File: src/hdl/cku_pkg.sv
// Constants, carriers and CRC arithmetic shared by the checksum unit
package cku_pkg;

  ////////////////////////////////////////////////////////////////////////////
  // Register offsets (byte addresses within the unit)
  localparam logic [4:0] OFS_WIDE_DATA   = 5'h00;
  localparam logic [4:0] OFS_SCRATCH     = 5'h04;
  localparam logic [4:0] OFS_WIDE_CTRL   = 5'h08;
  localparam logic [4:0] OFS_NARROW_CTRL = 5'h0C;
  localparam logic [4:0] OFS_NARROW_IN   = 5'h10;
  localparam logic [4:0] OFS_NARROW_RES  = 5'h14;
  localparam logic [4:0] OFS_XOR_CHECK   = 5'h18;
  localparam int         OFS_BITS        = 5;

  ////////////////////////////////////////////////////////////////////////////
  // Field positions
  localparam int WIDE_REINIT_BIT   = 0;
  localparam int INPUT_ORDER_BIT   = 1;
  localparam int RESULT_WIPE_BIT   = 2;

  ////////////////////////////////////////////////////////////////////////////
  // Reset values and polynomials
  localparam logic [31:0] WIDE_RESET_VALUE   = 32'hFFFF_FFFF;
  localparam logic [7:0]  SCRATCH_RESET      = 8'h00;
  localparam logic [15:0] NARROW_RESET_VALUE = 16'h0000;
  localparam logic [7:0]  XOR_RESET_VALUE    = 8'h00;
  localparam logic [31:0] WIDE_POLY          = 32'h04C1_1DB7;
  localparam logic [15:0] NARROW_POLY        = 16'h8005;

  ////////////////////////////////////////////////////////////////////////////
  // Bus encodings
  localparam int         HTRANS_ACTIVE_BIT = 1;
  localparam logic [2:0] HSIZE_BYTE        = 3'h0;
  localparam logic [2:0] HSIZE_HALF        = 3'h1;
  localparam logic [3:0] ALL_LANES         = 4'hF;

  // Address phase captured for the data phase
  typedef struct packed {
    logic [4:0] addr;
    logic       write;
    logic [3:0] lanes;
  } cku_xfer_t;

  // Commands toward the byte-wide engine
  typedef struct packed {
    logic        byte_wr;
    logic [7:0]  byte_data;
    logic        lsb_first;
    logic        wipe;
    logic [1:0]  res_lanes;
    logic [15:0] res_data;
    logic        xor_wr;
    logic [7:0]  xor_data;
  } cku_narrow_cmd_t;

  ////////////////////////////////////////////////////////////////////////////
  // Arithmetic
  function automatic logic [31:0] cku_wide_step(input logic [31:0] crc,
                                                input logic [31:0] data);
    logic [31:0] c;
    logic        fb;
    c = crc;
    for (int i = 31; i >= 0; i--)
    begin
      fb = c[31] ^ data[i];
      c  = {c[30:0], 1'b0} ^ (fb ? WIDE_POLY : 32'h0000_0000);
    end
    return c;
  endfunction : cku_wide_step

  function automatic logic [15:0] cku_narrow_step(input logic [15:0] crc,
                                                  input logic [7:0]  data);
    logic [15:0] c;
    logic        fb;
    c = crc;
    for (int i = 7; i >= 0; i--)
    begin
      fb = c[15] ^ data[i];
      c  = {c[14:0], 1'b0} ^ (fb ? NARROW_POLY : 16'h0000);
    end
    return c;
  endfunction : cku_narrow_step

  function automatic logic [7:0] cku_reverse8(input logic [7:0] d);
    logic [7:0] r;
    for (int i = 0; i < 8; i++)
    begin
      r[i] = d[7 - i];
    end
    return r;
  endfunction : cku_reverse8

endpackage : cku_pkg

File: src/hdl/cku_narrow.sv
// Byte-wide CRC16 engine with parallel XOR longitudinal check
`timescale 1ns/100ps
module cku_narrow (
  input  wire logic                     clock,
  input  wire logic                     rstn,
  input  wire cku_pkg::cku_narrow_cmd_t cmd,
  output logic [15:0]                   result,
  output logic [7:0]                    xor_check
);
  import cku_pkg::*;

  logic [15:0] next_result;
  logic [7:0]  next_xor_check;
  logic [7:0]  ordered;

  ////////////////////////////////////////////////////////////////////////////
  always_comb
  begin
    ordered        = cmd.lsb_first ? cku_reverse8(cmd.byte_data) : cmd.byte_data;
    next_result    = result;
    next_xor_check = xor_check;
    if (cmd.wipe)
    begin
      next_result = NARROW_RESET_VALUE;
    end
    else if (cmd.byte_wr)
    begin
      next_result = cku_narrow_step(result, ordered);
    end
    else
    begin
      if (cmd.res_lanes[0])
      begin
        next_result[7:0] = cmd.res_data[7:0];
      end
      if (cmd.res_lanes[1])
      begin
        next_result[15:8] = cmd.res_data[15:8];
      end
    end
    if (cmd.byte_wr)
    begin
      next_xor_check = xor_check ^ cmd.byte_data;
    end
    else if (cmd.xor_wr)
    begin
      next_xor_check = cmd.xor_data;
    end
  end

  always_ff @(posedge clock or negedge rstn)
  begin
    if (!rstn)
    begin
      result    <= NARROW_RESET_VALUE;
      xor_check <= XOR_RESET_VALUE;
    end
    else
    begin
      result    <= next_result;
      xor_check <= next_xor_check;
    end
  end
endmodule : cku_narrow

File: src/hdl/cku_unit.sv
// Memory-mapped CRC32, scratch byte, CRC16 and XOR check unit on AHB-lite
`timescale 1ns/100ps
module cku_unit #(
  parameter int ADDR_W = 12
) (
  input  wire logic              clock,
  input  wire logic              rstn,
  input  wire logic              hsel,
  input  wire logic [ADDR_W-1:0] haddr,
  input  wire logic [1:0]        htrans,
  input  wire logic              hwrite,
  input  wire logic [2:0]        hsize,
  input  wire logic              hready,
  input  wire logic [31:0]       hwdata,
  output logic [31:0]            hrdata,
  output logic                   hreadyout,
  output logic                   hresp
);
  import cku_pkg::*;

  if (ADDR_W < OFS_BITS || ADDR_W > 32)
  begin : g_bad_width
    $error("cku_unit: ADDR_W must lie between 5 and 32");
  end

  ////////////////////////////////////////////////////////////////////////////
  // Byte lanes from transfer size and low address bits
  function automatic logic [3:0] lane_mask(input logic [2:0] size,
                                           input logic [1:0] low);
    logic [3:0] m;
    case (size)
      HSIZE_BYTE: m = 4'h1 << low;
      HSIZE_HALF: m = low[1] ? 4'hC : 4'h3;
      default:    m = ALL_LANES;
    endcase
    return m;
  endfunction : lane_mask

  ////////////////////////////////////////////////////////////////////////////
  // Bus phase tracking
  cku_xfer_t xfer;
  cku_xfer_t next_xfer;
  logic      xfer_vld;
  logic      next_xfer_vld;

  always_comb
  begin
    next_xfer     = xfer;
    next_xfer_vld = xfer_vld;
    if (hready)
    begin
      next_xfer_vld = hsel && htrans[HTRANS_ACTIVE_BIT];
      // Registers are decoded by word; the low address bits only pick lanes
      next_xfer     = '{addr:  {haddr[OFS_BITS-1:2], 2'b00},
                        write: hwrite,
                        lanes: lane_mask(hsize, haddr[1:0])};
    end
  end

  always_ff @(posedge clock or negedge rstn)
  begin
    if (!rstn)
    begin
      xfer     <= '0;
      xfer_vld <= 1'b0;
    end
    else
    begin
      xfer     <= next_xfer;
      xfer_vld <= next_xfer_vld;
    end
  end

  // Zero wait states: every engine finishes within the data phase
  assign hreadyout = 1'b1;
  assign hresp     = 1'b0;

  logic wr;
  logic rd;
  assign wr = xfer_vld && xfer.write;
  assign rd = xfer_vld && !xfer.write;

  ////////////////////////////////////////////////////////////////////////////
  // Word engine, scratch byte and CRC16 control state
  logic [31:0] wide_check_data;
  logic [31:0] next_wide_check_data;
  logic [7:0]  scratch_byte_value;
  logic [7:0]  next_scratch_byte_value;
  logic        input_bit_order;
  logic        next_input_bit_order;
  logic [7:0]  narrow_input_byte;
  logic [7:0]  next_narrow_input_byte;
  logic        wide_word_wr;
  logic        wide_reinit;

  // word writes only; narrow writes to the word engine are dropped
  assign wide_word_wr = wr && xfer.addr == OFS_WIDE_DATA && xfer.lanes == ALL_LANES;
  assign wide_reinit  = wr && xfer.addr == OFS_WIDE_CTRL && xfer.lanes[0]
                        && hwdata[WIDE_REINIT_BIT];

  always_comb
  begin
    next_wide_check_data    = wide_check_data;
    next_scratch_byte_value = scratch_byte_value;
    next_input_bit_order    = input_bit_order;
    next_narrow_input_byte  = narrow_input_byte;
    if (wide_word_wr)
    begin
      next_wide_check_data = cku_wide_step(wide_check_data, hwdata);
    end
    else if (wide_reinit)
    begin
      next_wide_check_data = WIDE_RESET_VALUE;
    end
    if (wr && xfer.addr == OFS_SCRATCH && xfer.lanes[0])
    begin
      next_scratch_byte_value = hwdata[7:0];
    end
    if (wr && xfer.addr == OFS_NARROW_CTRL && xfer.lanes[0])
    begin
      next_input_bit_order = hwdata[INPUT_ORDER_BIT];
    end
    if (wr && xfer.addr == OFS_NARROW_IN && xfer.lanes[0])
    begin
      next_narrow_input_byte = hwdata[7:0];
    end
  end

  always_ff @(posedge clock or negedge rstn)
  begin
    if (!rstn)
    begin
      wide_check_data    <= WIDE_RESET_VALUE;
      scratch_byte_value <= SCRATCH_RESET;
      input_bit_order    <= 1'b0;
      narrow_input_byte  <= 8'h00;
    end
    else
    begin
      wide_check_data    <= next_wide_check_data;
      scratch_byte_value <= next_scratch_byte_value;
      input_bit_order    <= next_input_bit_order;
      narrow_input_byte  <= next_narrow_input_byte;
    end
  end

  ////////////////////////////////////////////////////////////////////////////
  // Byte-wide engine
  cku_narrow_cmd_t narrow_cmd;
  logic [15:0]     narrow_result_value;
  logic [7:0]      xor_check_value;

  always_comb
  begin
    narrow_cmd.byte_wr   = wr && xfer.addr == OFS_NARROW_IN && xfer.lanes[0];
    narrow_cmd.byte_data = hwdata[7:0];
    // The order in force is the stored one; a same-cycle change applies next byte
    narrow_cmd.lsb_first = input_bit_order;
    narrow_cmd.wipe      = wr && xfer.addr == OFS_NARROW_CTRL && xfer.lanes[0]
                           && hwdata[RESULT_WIPE_BIT];
    narrow_cmd.res_lanes = (wr && xfer.addr == OFS_NARROW_RES) ? xfer.lanes[1:0] : 2'b00;
    narrow_cmd.res_data  = hwdata[15:0];
    narrow_cmd.xor_wr    = wr && xfer.addr == OFS_XOR_CHECK && xfer.lanes[0];
    narrow_cmd.xor_data  = hwdata[7:0];
  end

  cku_narrow u_narrow (
    .clock     (clock),
    .rstn      (rstn),
    .cmd       (narrow_cmd),
    .result    (narrow_result_value),
    .xor_check (xor_check_value)
  );

  ////////////////////////////////////////////////////////////////////////////
  // Read data; registers are flops so a read right after a write sees the new value
  always_comb
  begin
    hrdata = 32'h0000_0000;
    if (rd)
    begin
      case (xfer.addr)
        OFS_WIDE_DATA:   hrdata = wide_check_data;
        OFS_SCRATCH:     hrdata = {24'h00_0000, scratch_byte_value};
        OFS_WIDE_CTRL:   hrdata = 32'h0000_0000;
        OFS_NARROW_CTRL: hrdata = {30'h0000_0000, input_bit_order, 1'b0};
        OFS_NARROW_IN:   hrdata = {24'h00_0000, narrow_input_byte};
        OFS_NARROW_RES:  hrdata = {16'h0000, narrow_result_value};
        OFS_XOR_CHECK:   hrdata = {24'h00_0000, xor_check_value};
        default:         hrdata = 32'h0000_0000;
      endcase
    end
  end
endmodule : cku_unit

File: config.mk
export PLATFORM = sky130hd
export DESIGN_NAME = cku_unit
export DESIGN_NICKNAME = d
export VERILOG_FILES = /design/src/hdl/cku_pkg.sv /design/src/hdl/cku_narrow.sv /design/src/hdl/cku_unit.sv
export SDC_FILE = /design/constraint.sdc
export NUM_CORES = 1
export LEC_CHECK = 0
export BUFFER_PORTS_ARGS = -buffer_cell sky130_fd_sc_hd__buf_2
export CELL_PAD_IN_SITES_DETAIL_PLACEMENT = 1
export CELL_PAD_IN_SITES_GLOBAL_PLACEMENT = 2
export CORE_MARGIN = 5
export CORE_UTILIZATION = 35
export DETAILED_ROUTE_END_ITERATION = 10
export GPL_ROUTABILITY_DRIVEN = 1
export PLACE_DENSITY_LB_ADDON = 0.25
export SETUP_SLACK_MARGIN = 0.3
export SLEW_MARGIN = 40
export SYNTH_ARGS = -nofsm -noshare
export SYNTH_HDL_FRONTEND = slang
export SYNTH_SLANG_ARGS = --single-unit
File: constraint.sdc
create_clock -name clock -period 5.5 [get_ports clock]
set_clock_uncertainty 0.05 [all_clocks]
set_input_delay 0.275 -clock clock [delete_from_list [all_inputs] [get_ports clock]]
set_output_delay 0.275 -clock clock [all_outputs]
set_load 0.02 [all_outputs]
==> flow_summary.rst, run 1 <==
.. list-table::
   :header-rows: 1

   * - Metric
     - Value
   * - Worst path top cell family by delay
     - XOR/XNOR gates
   * - Status
     - completed
   * - Final Max Slew Viols
     - 0
   * - Area of the mapped netlist
     - 0.007432 sq mm
   * - Number of endpoints with negative hold slack in the final report
     - 0
   * - Post-layout minimum cycle time
     - 4.298 ns
   * - Data required time of the critical path
     - 5.73 ns
   * - Antenna violations before repair
     - 0
   * - Share of synthesized area occupied by flip-flops and latches
     - 28.15%
   * - Worst Hold Class
     - in2reg
   * - DRC viols
     - 0
   * - Area growth from synthesis to final layout
     - 13.28%
   * - Number of flops mapped to enable cells by yosys
     - 0
   * - Proportion of layout cells with a drive suffix above 1
     - 25.83%
   * - Fin Setup TNS
     - 0 ns
   * - Clock Latency Late Sink
     - 0.35 ns
   * - Most numerous cell in the Yosys netlist
     - sky130_fd_sc_hd__xnor2_1
   * - Post-layout nets
     - 804
   * - Worst slew margin
     - 44.63%
   * - Share of flip-flops with an asynchronous set or reset
     - 100.0%
   * - Average size of a mapped cell
     - 10.76 sq um
   * - Last weighted congestion value of the routability-driven placer
     - 0.9439
   * - Number of synthesized register bits
     - 82
   * - Most instantiated flip-flop cell in the synthesis netlist
     - sky130_fd_sc_hd__dfrtp_1
   * - Critical-path cell list
     - xor2_4 > xnor2_1 > xnor3_2 > xnor2_2 > xor3_1 > xor2_2 > xnor2_4 > xnor3_1 > a21oi_1
   * - Number of nets still failing antenna checks after routing
     - 0
   * - Number of cell rows
     - 53
   * - Reg2reg setup slack
     - between 1 and 1.5 ns
   * - Critical Path Start
     - wide_check_data[26]
   * - Floorplan Core Area
     - 0.02096 sq mm
   * - Share of Yosys cell area claimed by the top area cell type
     - 19.80%
   * - Unrepaired setup endpoints after global routing
     - no
   * - Type of element launching the critical path
     - flip-flop
   * - Drt wl/cell
     - 22.32 um
   * - Routed Wire Length
     - 23,010 um
   * - Effective utilization at floorplan
     - between 30% and 40%
   * - Syn nets
     - 745
   * - Crit Path Category
     - reg2reg
   * - Count of routing violations after the opening detailed-route iteration
     - ~210
   * - Total of max-cap violations
     - 0
   * - Via count
     - 5,202
   * - Remaining global-route overflow
     - 0
   * - Vert. Die Dim
     - 155.7 um
   * - Number of instances resized during post-cts repair
     - 0
   * - Vias per cell
     - 5.046
   * - Crit. End Element
     - flip-flop
   * - Number of buffers created by CTS
     - 9
   * - First-pass GRT wire length
     - ~35,000 um
   * - Largest fanout of any net on the critical path
     - 9
   * - Half-perimeter wire length of the detailed placement result
     - 17,950 um
   * - Tightest Pin Transition
     - just over 0.8 ns
   * - Depth of the worst register-to-register path
     - 9
   * - Cell types occupying the most area after synthesis
     - sky130_fd_sc_hd__xnor2_1 20%, sky130_fd_sc_hd__dfrtp_1 17%, sky130_fd_sc_hd__dfstp_2 11%
   * - Number of clock sinks seen by CTS
     - a little over 80
   * - Die width
     - about 160 um
   * - Count of cell types in the netlist
     - 42
   * - Maximum count of clock buffers along a single path
     - 2
   * - Cell with the largest stage delay on the worst path
     - sky130_fd_sc_hd__dfstp_2
   * - Reg-to-reg critical path endpoint
     - wide_check_data[11]
   * - Crit share post-route
     - 78.14%
   * - Pre-antenna DRT Iters
     - 4
   * - Most frequent cells after synthesis
     - 168 x sky130_fd_sc_hd__xnor2_1, 54 x sky130_fd_sc_hd__nor2_1, 50 x sky130_fd_sc_hd__dfrtp_1, 49 x sky130_fd_sc_hd__a21oi_1, 39 x sky130_fd_sc_hd__xor2_1
   * - Critical register-to-register path startpoint
     - wide_check_data[26]
   * - All-layer global routing usage
     - 19.52%
   * - FMAX
     - 0.2327 GHz
   * - Number of stages on the worst setup path
     - 9
   * - Vias in the first global route
     - ~5,700
   * - Clock tree from TritonCTS
     - built
   * - Largest stage delay, worst path
     - 0.60 ns
   * - Total die area
     - 0.02425 sq mm
   * - Top-Level Pins
     - 88
   * - Yosys warns
     - 0
   * - Cell taking the most area after synthesis
     - sky130_fd_sc_hd__xnor2_1
   * - Clock-pin slew reported for the worst setup and hold paths after clock tree synthesis
     - 0.06 ns
   * - Capture point of the worst path
     - wide_check_data[11]
   * - Number of levels the H-tree was split into
     - 3
   * - Setup-failing EPs final
     - 0
   * - PortBufs
     - 77
   * - Maximum number of pins on one net before global-route repair
     - 64
   * - Number of cells produced by synthesis
     - 691
   * - Total buffers and inverters traversed by the critical path
     - 0
   * - Worst EP arrival
     - ~4.5 ns
   * - Clock tree root buffer cell
     - sky130_fd_sc_hd__clkbuf_16
==> layout by cell type (no fill, tap or decap), types with 3 or more instances in the layout <==
master and n:
sky130_fd_sc_hd__xnor2_1 168, sky130_fd_sc_hd__buf_2 76, sky130_fd_sc_hd__nor2_1 51, sky130_fd_sc_hd__a21oi_1 48, sky130_fd_sc_hd__dfrtp_1 48, sky130_fd_sc_hd__xor2_1 39, sky130_fd_sc_hd__nand2_1 36, sky130_fd_sc_hd__dfstp_2 32
sky130_fd_sc_hd__xnor3_1 31, sky130_fd_sc_hd__mux2i_1 24, sky130_fd_sc_hd__and2_1 17, sky130_fd_sc_hd__o21ai_0 16, sky130_fd_sc_hd__mux2_2 13, sky130_fd_sc_hd__nand3_1 10, sky130_fd_sc_hd__a22oi_1 9, sky130_fd_sc_hd__clkbuf_16 9
sky130_fd_sc_hd__buf_4 9, sky130_fd_sc_hd__xnor2_2 8, sky130_fd_sc_hd__xnor3_2 8, sky130_fd_sc_hd__xnor2_4 8, sky130_fd_sc_hd__a311oi_1 8, sky130_fd_sc_hd__or3_1 7, sky130_fd_sc_hd__nand2b_1 7, sky130_fd_sc_hd__o31ai_1 7
sky130_fd_sc_hd__mux4_2 6, sky130_fd_sc_hd__xor2_2 6, sky130_fd_sc_hd__a211oi_1 6, sky130_fd_sc_hd__nor2b_1 5, sky130_fd_sc_hd__nor3b_1 4, sky130_fd_sc_hd__nor2_2 3, sky130_fd_sc_hd__xor3_1 3
==> logic make-up (layout without fill, tap and decap cells) <==
group	after synthesis	after routing	share of synthesized area (%)
AO/OA/AOI/OAI	99	99	7.997
XOR/XNOR	276	276	45.10
buffers and inverters	41	105	2.222
flip-flops	82	82	28.15
multiplexers	43	43	7.020
other	2	3	0.1010
AND/OR/NAND/NOR	148	148	9.411
==> how the worst min path moves through the flow <==
stage              start              end  slack [ns]  cells past startpoint
6_report       htrans[1]         xfer_vld        0.10                      3
5_1_grt           hwrite          xfer[4]        0.11                      2
4_1_cts        htrans[1]         xfer_vld        0.09                      3
3_5_place_dp        rstn          xfer[2]        0.16                      1
3_3_place_gp        rstn          xfer[0]        0.15                      1
2_1_floorplan       rstn  input_bit_order       -0.07                      0
==> tightest hold or removal path: stages <==
cell and delay (ns):
sky130_fd_sc_hd__buf_2 0.07, sky130_fd_sc_hd__nand3_1 0.05, sky130_fd_sc_hd__o21ai_0 0.07
==> per-layer routing <==
metal	track usage [%]	vias up	share of wire, %	routed length, um
met5	0	-	0	0
met2	32.66	105	49	11190
li1	-	2437	-	-
met1	27.26	2642	47	10750
met4	4.460	0	1.2	286
met3	2.358	18	3.4	781
==> repair_timing <==
item                      CTS  global route
hold buffers                1             0
setup buffers               0             0
hold endpoints to repair    9             0
==> layout make-up <==
cell class	instances	area (sq um)
fillers	2367	12540
multi-input cells	568	5202
flip-flops and latches	82	2095
repair buffers	87	469.2
well taps	275	344.1
clock buffers	12	246.5
clock inverters	4	52.55
inverters	2	7.507
diodes	1	2.502
==> state kept, by name, summed over array words and instances, names as in the netlist <==
register and cells:
narrow_input_byte 8, u_narrow.result 16, input_bit_order 1, xfer 8, scratch_byte_value 8, u_narrow.xor_check 8, wide_check_data 32, xfer_vld 1
==> through the flow <==
stage	cells	util [%]	cell area (sq um)	hold slack, ns	setup WS, ns
after floorplan	691	-	7432	-0.07059	1.699
after global placement	1013	38.60	8088	0.1541	1.301
after detailed placement	1013	38.66	8100	0.1577	1.208
after CTS	1030	40.13	8409	0.09175	1.167
after global routing	1030	40.17	8417	0.1118	0.9962
final	1031	40.18	8419	0.1012	1.202
Power of run 1 is left out: the tool's default activity adds up to more than one toggle a clock period on the data nets, which glitch-free logic cannot reach.
==> inputs of run 2 (changes only) <==
- clock period: 5.5 -> 3.9 ns (I/O delays scaled with it)
==> flow_summary.rst, run 2 (same netlist as run 1, synthesis figures left out) <==
.. list-table::
   :header-rows: 1

   * - Metric
     - Value
   * - Status
     - completed
   * - Last weighted congestion value of the routability-driven placer
     - 0.9039
   * - Number of nets still failing antenna checks after routing
     - 0
   * - Post-route design area
     - 0.009258 sq mm
   * - Half-perimeter wire length of the detailed placement result
     - 18,370 um
   * - Fin Setup TNS
     - 0 ns
   * - Setup-failing EPs final
     - 0
   * - Maximum count of clock buffers along a single path
     - 2
   * - Total of max-cap violations
     - 0
   * - Via count
     - between 5,000 and 6,000
   * - Footprint of the flip-flops and latches
     - 0.002095 sq mm
   * - Number of buffers created by CTS
     - 9
   * - Antenna violations before repair
     - 0
   * - Post-layout minimum cycle time
     - 3.680 ns
   * - Worst Hold Class
     - in2reg
   * - Type of element launching the critical path
     - flip-flop
   * - Crit share post-route
     - a little over nine tenths
   * - Routed Wire Length
     - roughly 24,000 um
   * - Final core occ
     - between 40 and 50%
   * - Area post-placement
     - 0.008404 sq mm
   * - Clock Latency Late Sink
     - 0.35 ns
   * - Clock tree from TritonCTS
     - built
   * - Top Registers
     - wide_check_data: 32 flops, u_narrow.result: 16 flops
   * - Proportion of layout cells with a drive suffix above 1
     - 35.80%
   * - Effective utilization at floorplan
     - 35.47%
   * - All-layer global routing usage
     - 20.11%
   * - Total inserted antenna cells
     - 0
   * - Largest fanout of any net on the critical path
     - 5
   * - Most common cell after layout, fill and taps aside
     - sky130_fd_sc_hd__xnor2_1
   * - Remaining global-route overflow
     - 0
   * - Final Max Slew Viols
     - 0
   * - Crit Path Category
     - reg2reg
   * - Number of levels the H-tree was split into
     - 3
   * - Post-layout nets
     - 873
   * - FMAX
     - 0.2718 GHz
   * - Vert. Die Dim
     - ~160 um
   * - Number of endpoints with negative hold slack in the final report
     - 0
   * - Die width
     - roughly 160 um
   * - Worst slew margin
     - 55.02%
   * - Number of clock sinks seen by CTS
     - 82
   * - Vias in the first global route
     - 6,113
   * - Clock-pin slew reported for the worst setup and hold paths after clock tree synthesis
     - around 0.06 ns
   * - Worst EP arrival
     - 3.90 ns
   * - Pre-antenna DRT Iters
     - 4
   * - Area growth from synthesis to final layout
     - 24.56%
   * - Crit. End Element
     - flip-flop
   * - Unrepaired setup endpoints after global routing
     - yes
   * - Count of routing violations after the opening detailed-route iteration
     - about 220
   * - Floorplan Core Area
     - 0.02096 sq mm
   * - Clock tree root buffer cell
     - sky130_fd_sc_hd__clkbuf_16
   * - Vias per cell
     - 5.004
   * - Top reg by flops
     - wide_check_data
   * - Drt wl/cell
     - 21.97 um
   * - PortBufs
     - 77
   * - Highest-count cells in the layout ignoring fill and taps
     - 154 x sky130_fd_sc_hd__xnor2_1, 76 x sky130_fd_sc_hd__buf_2, 71 x sky130_fd_sc_hd__buf_4
   * - # fillers
     - 2,316
   * - Data required time of the critical path
     - 4.13 ns
   * - Top-Level Pins
     - 88
   * - Area taken by multi-input logic gates
     - 0.005470 sq mm
   * - First-pass GRT wire length
     - 37,150 um
   * - DRC viols
     - 0
   * - Number of cell rows
     - 53
   * - Maximum number of pins on one net before global-route repair
     - 63
   * - Tightest Pin Transition
     - 0.6747 ns
   * - Total die area
     - 0.02425 sq mm
   * - Number of flip-flops under the largest register name
     - 32
-- run 2: cell types whose count changed in the layout (fill, tap and decap cells not counted), moves of 3 or more --
cell / before / now
sky130_fd_sc_hd__xor2_4: 2 / 6
sky130_fd_sc_hd__buf_6: 1 / 4
sky130_fd_sc_hd__xnor2_2: 8 / 17
sky130_fd_sc_hd__xnor3_2: 8 / 16
sky130_fd_sc_hd__xnor2_1: 168 / 154
sky130_fd_sc_hd__xnor3_1: 31 / 23
sky130_fd_sc_hd__xor2_1: 39 / 32
sky130_fd_sc_hd__xor2_2: 6 / 9
sky130_fd_sc_hd__buf_12: 0 / 4
sky130_fd_sc_hd__buf_4: 9 / 71
sky130_fd_sc_hd__xnor2_4: 8 / 13
-- run 2: worst paths after layout --
check	startpoint	end	slack (ns)	depth (start not counted)
min reg2reg	narrow_input_byte[2]	narrow_input_byte[2]	0.44	2
min in group asynchronous	rstn	xfer[1]	0.35	2
max in group asynchronous	rstn	u_narrow.result[6]	2.70	3
max reg2reg	wide_check_data[12]	wide_check_data[14]	0.22	10
min	hwrite	xfer[4]	0.03	2
max	wide_check_data[12]	wide_check_data[14]	0.22	10
-- run 2: final cells by class --
| class | count | area share (%) |
|---|---|---|
| sequential | 82 | 22.62 |
| clock buffer | 10 | 2.473 |
| inverter | 2 | 0.08109 |
| timing repair buffer | 156 | 11.33 |
| clock inverter | 6 | 0.6893 |
| multi-input combinational | 568 | 59.09 |
| tap | 275 | 3.717 |
-- run 2: routing by layer --
| layer | vias up | global-route usage [%] | part of all wire (%) |
|---|---|---|---|
| met5 | - | 0 | 0 |
| met4 | 0 | 5.294 | 1.9 |
| met3 | 23 | 2.413 | 4.0 |
| met2 | 108 | 34.04 | 50 |
| met1 | 2796 | 27.44 | 44 |
| li1 | 2572 | - | - |
-- run 2: timing repair --
action | 4_1_cts | 5_1_grt
hold buffers | 1 | 0
resized for setup | 9 | 29
buffers inserted | 21 | 15
pin swaps | 15 | 14
hold endpoints to repair | 29 | 0
setup endpoints to repair | 18 | 19
-- run 2: through the flow --
step	cells	setup slack, ns	hold slack [ns]
after floorplan	691	0.3038	-0.1506
after global placement	1046	0.1645	0.3154
after detailed placement	1046	0.1067	0.1938
after CTS	1084	0.2286	0.01981
after global routing	1099	0.1333	0.02435
final	1099	0.2204	0.02874
-- run 2: worst max-delay path, cell delays in order, from the launching register on --
cell and delay [ns]:
sky130_fd_sc_hd__dfstp_2 0.61, sky130_fd_sc_hd__xnor2_4 0.17, sky130_fd_sc_hd__xnor3_1 0.47, sky130_fd_sc_hd__xnor3_2 0.43
sky130_fd_sc_hd__xnor3_2 0.41, sky130_fd_sc_hd__xnor3_4 0.52, sky130_fd_sc_hd__buf_6 0.16, sky130_fd_sc_hd__xnor2_4 0.22
sky130_fd_sc_hd__xnor2_2 0.16, sky130_fd_sc_hd__xnor2_1 0.12, sky130_fd_sc_hd__o32a_1 0.29
Power of run 2 is left out for the same reason.
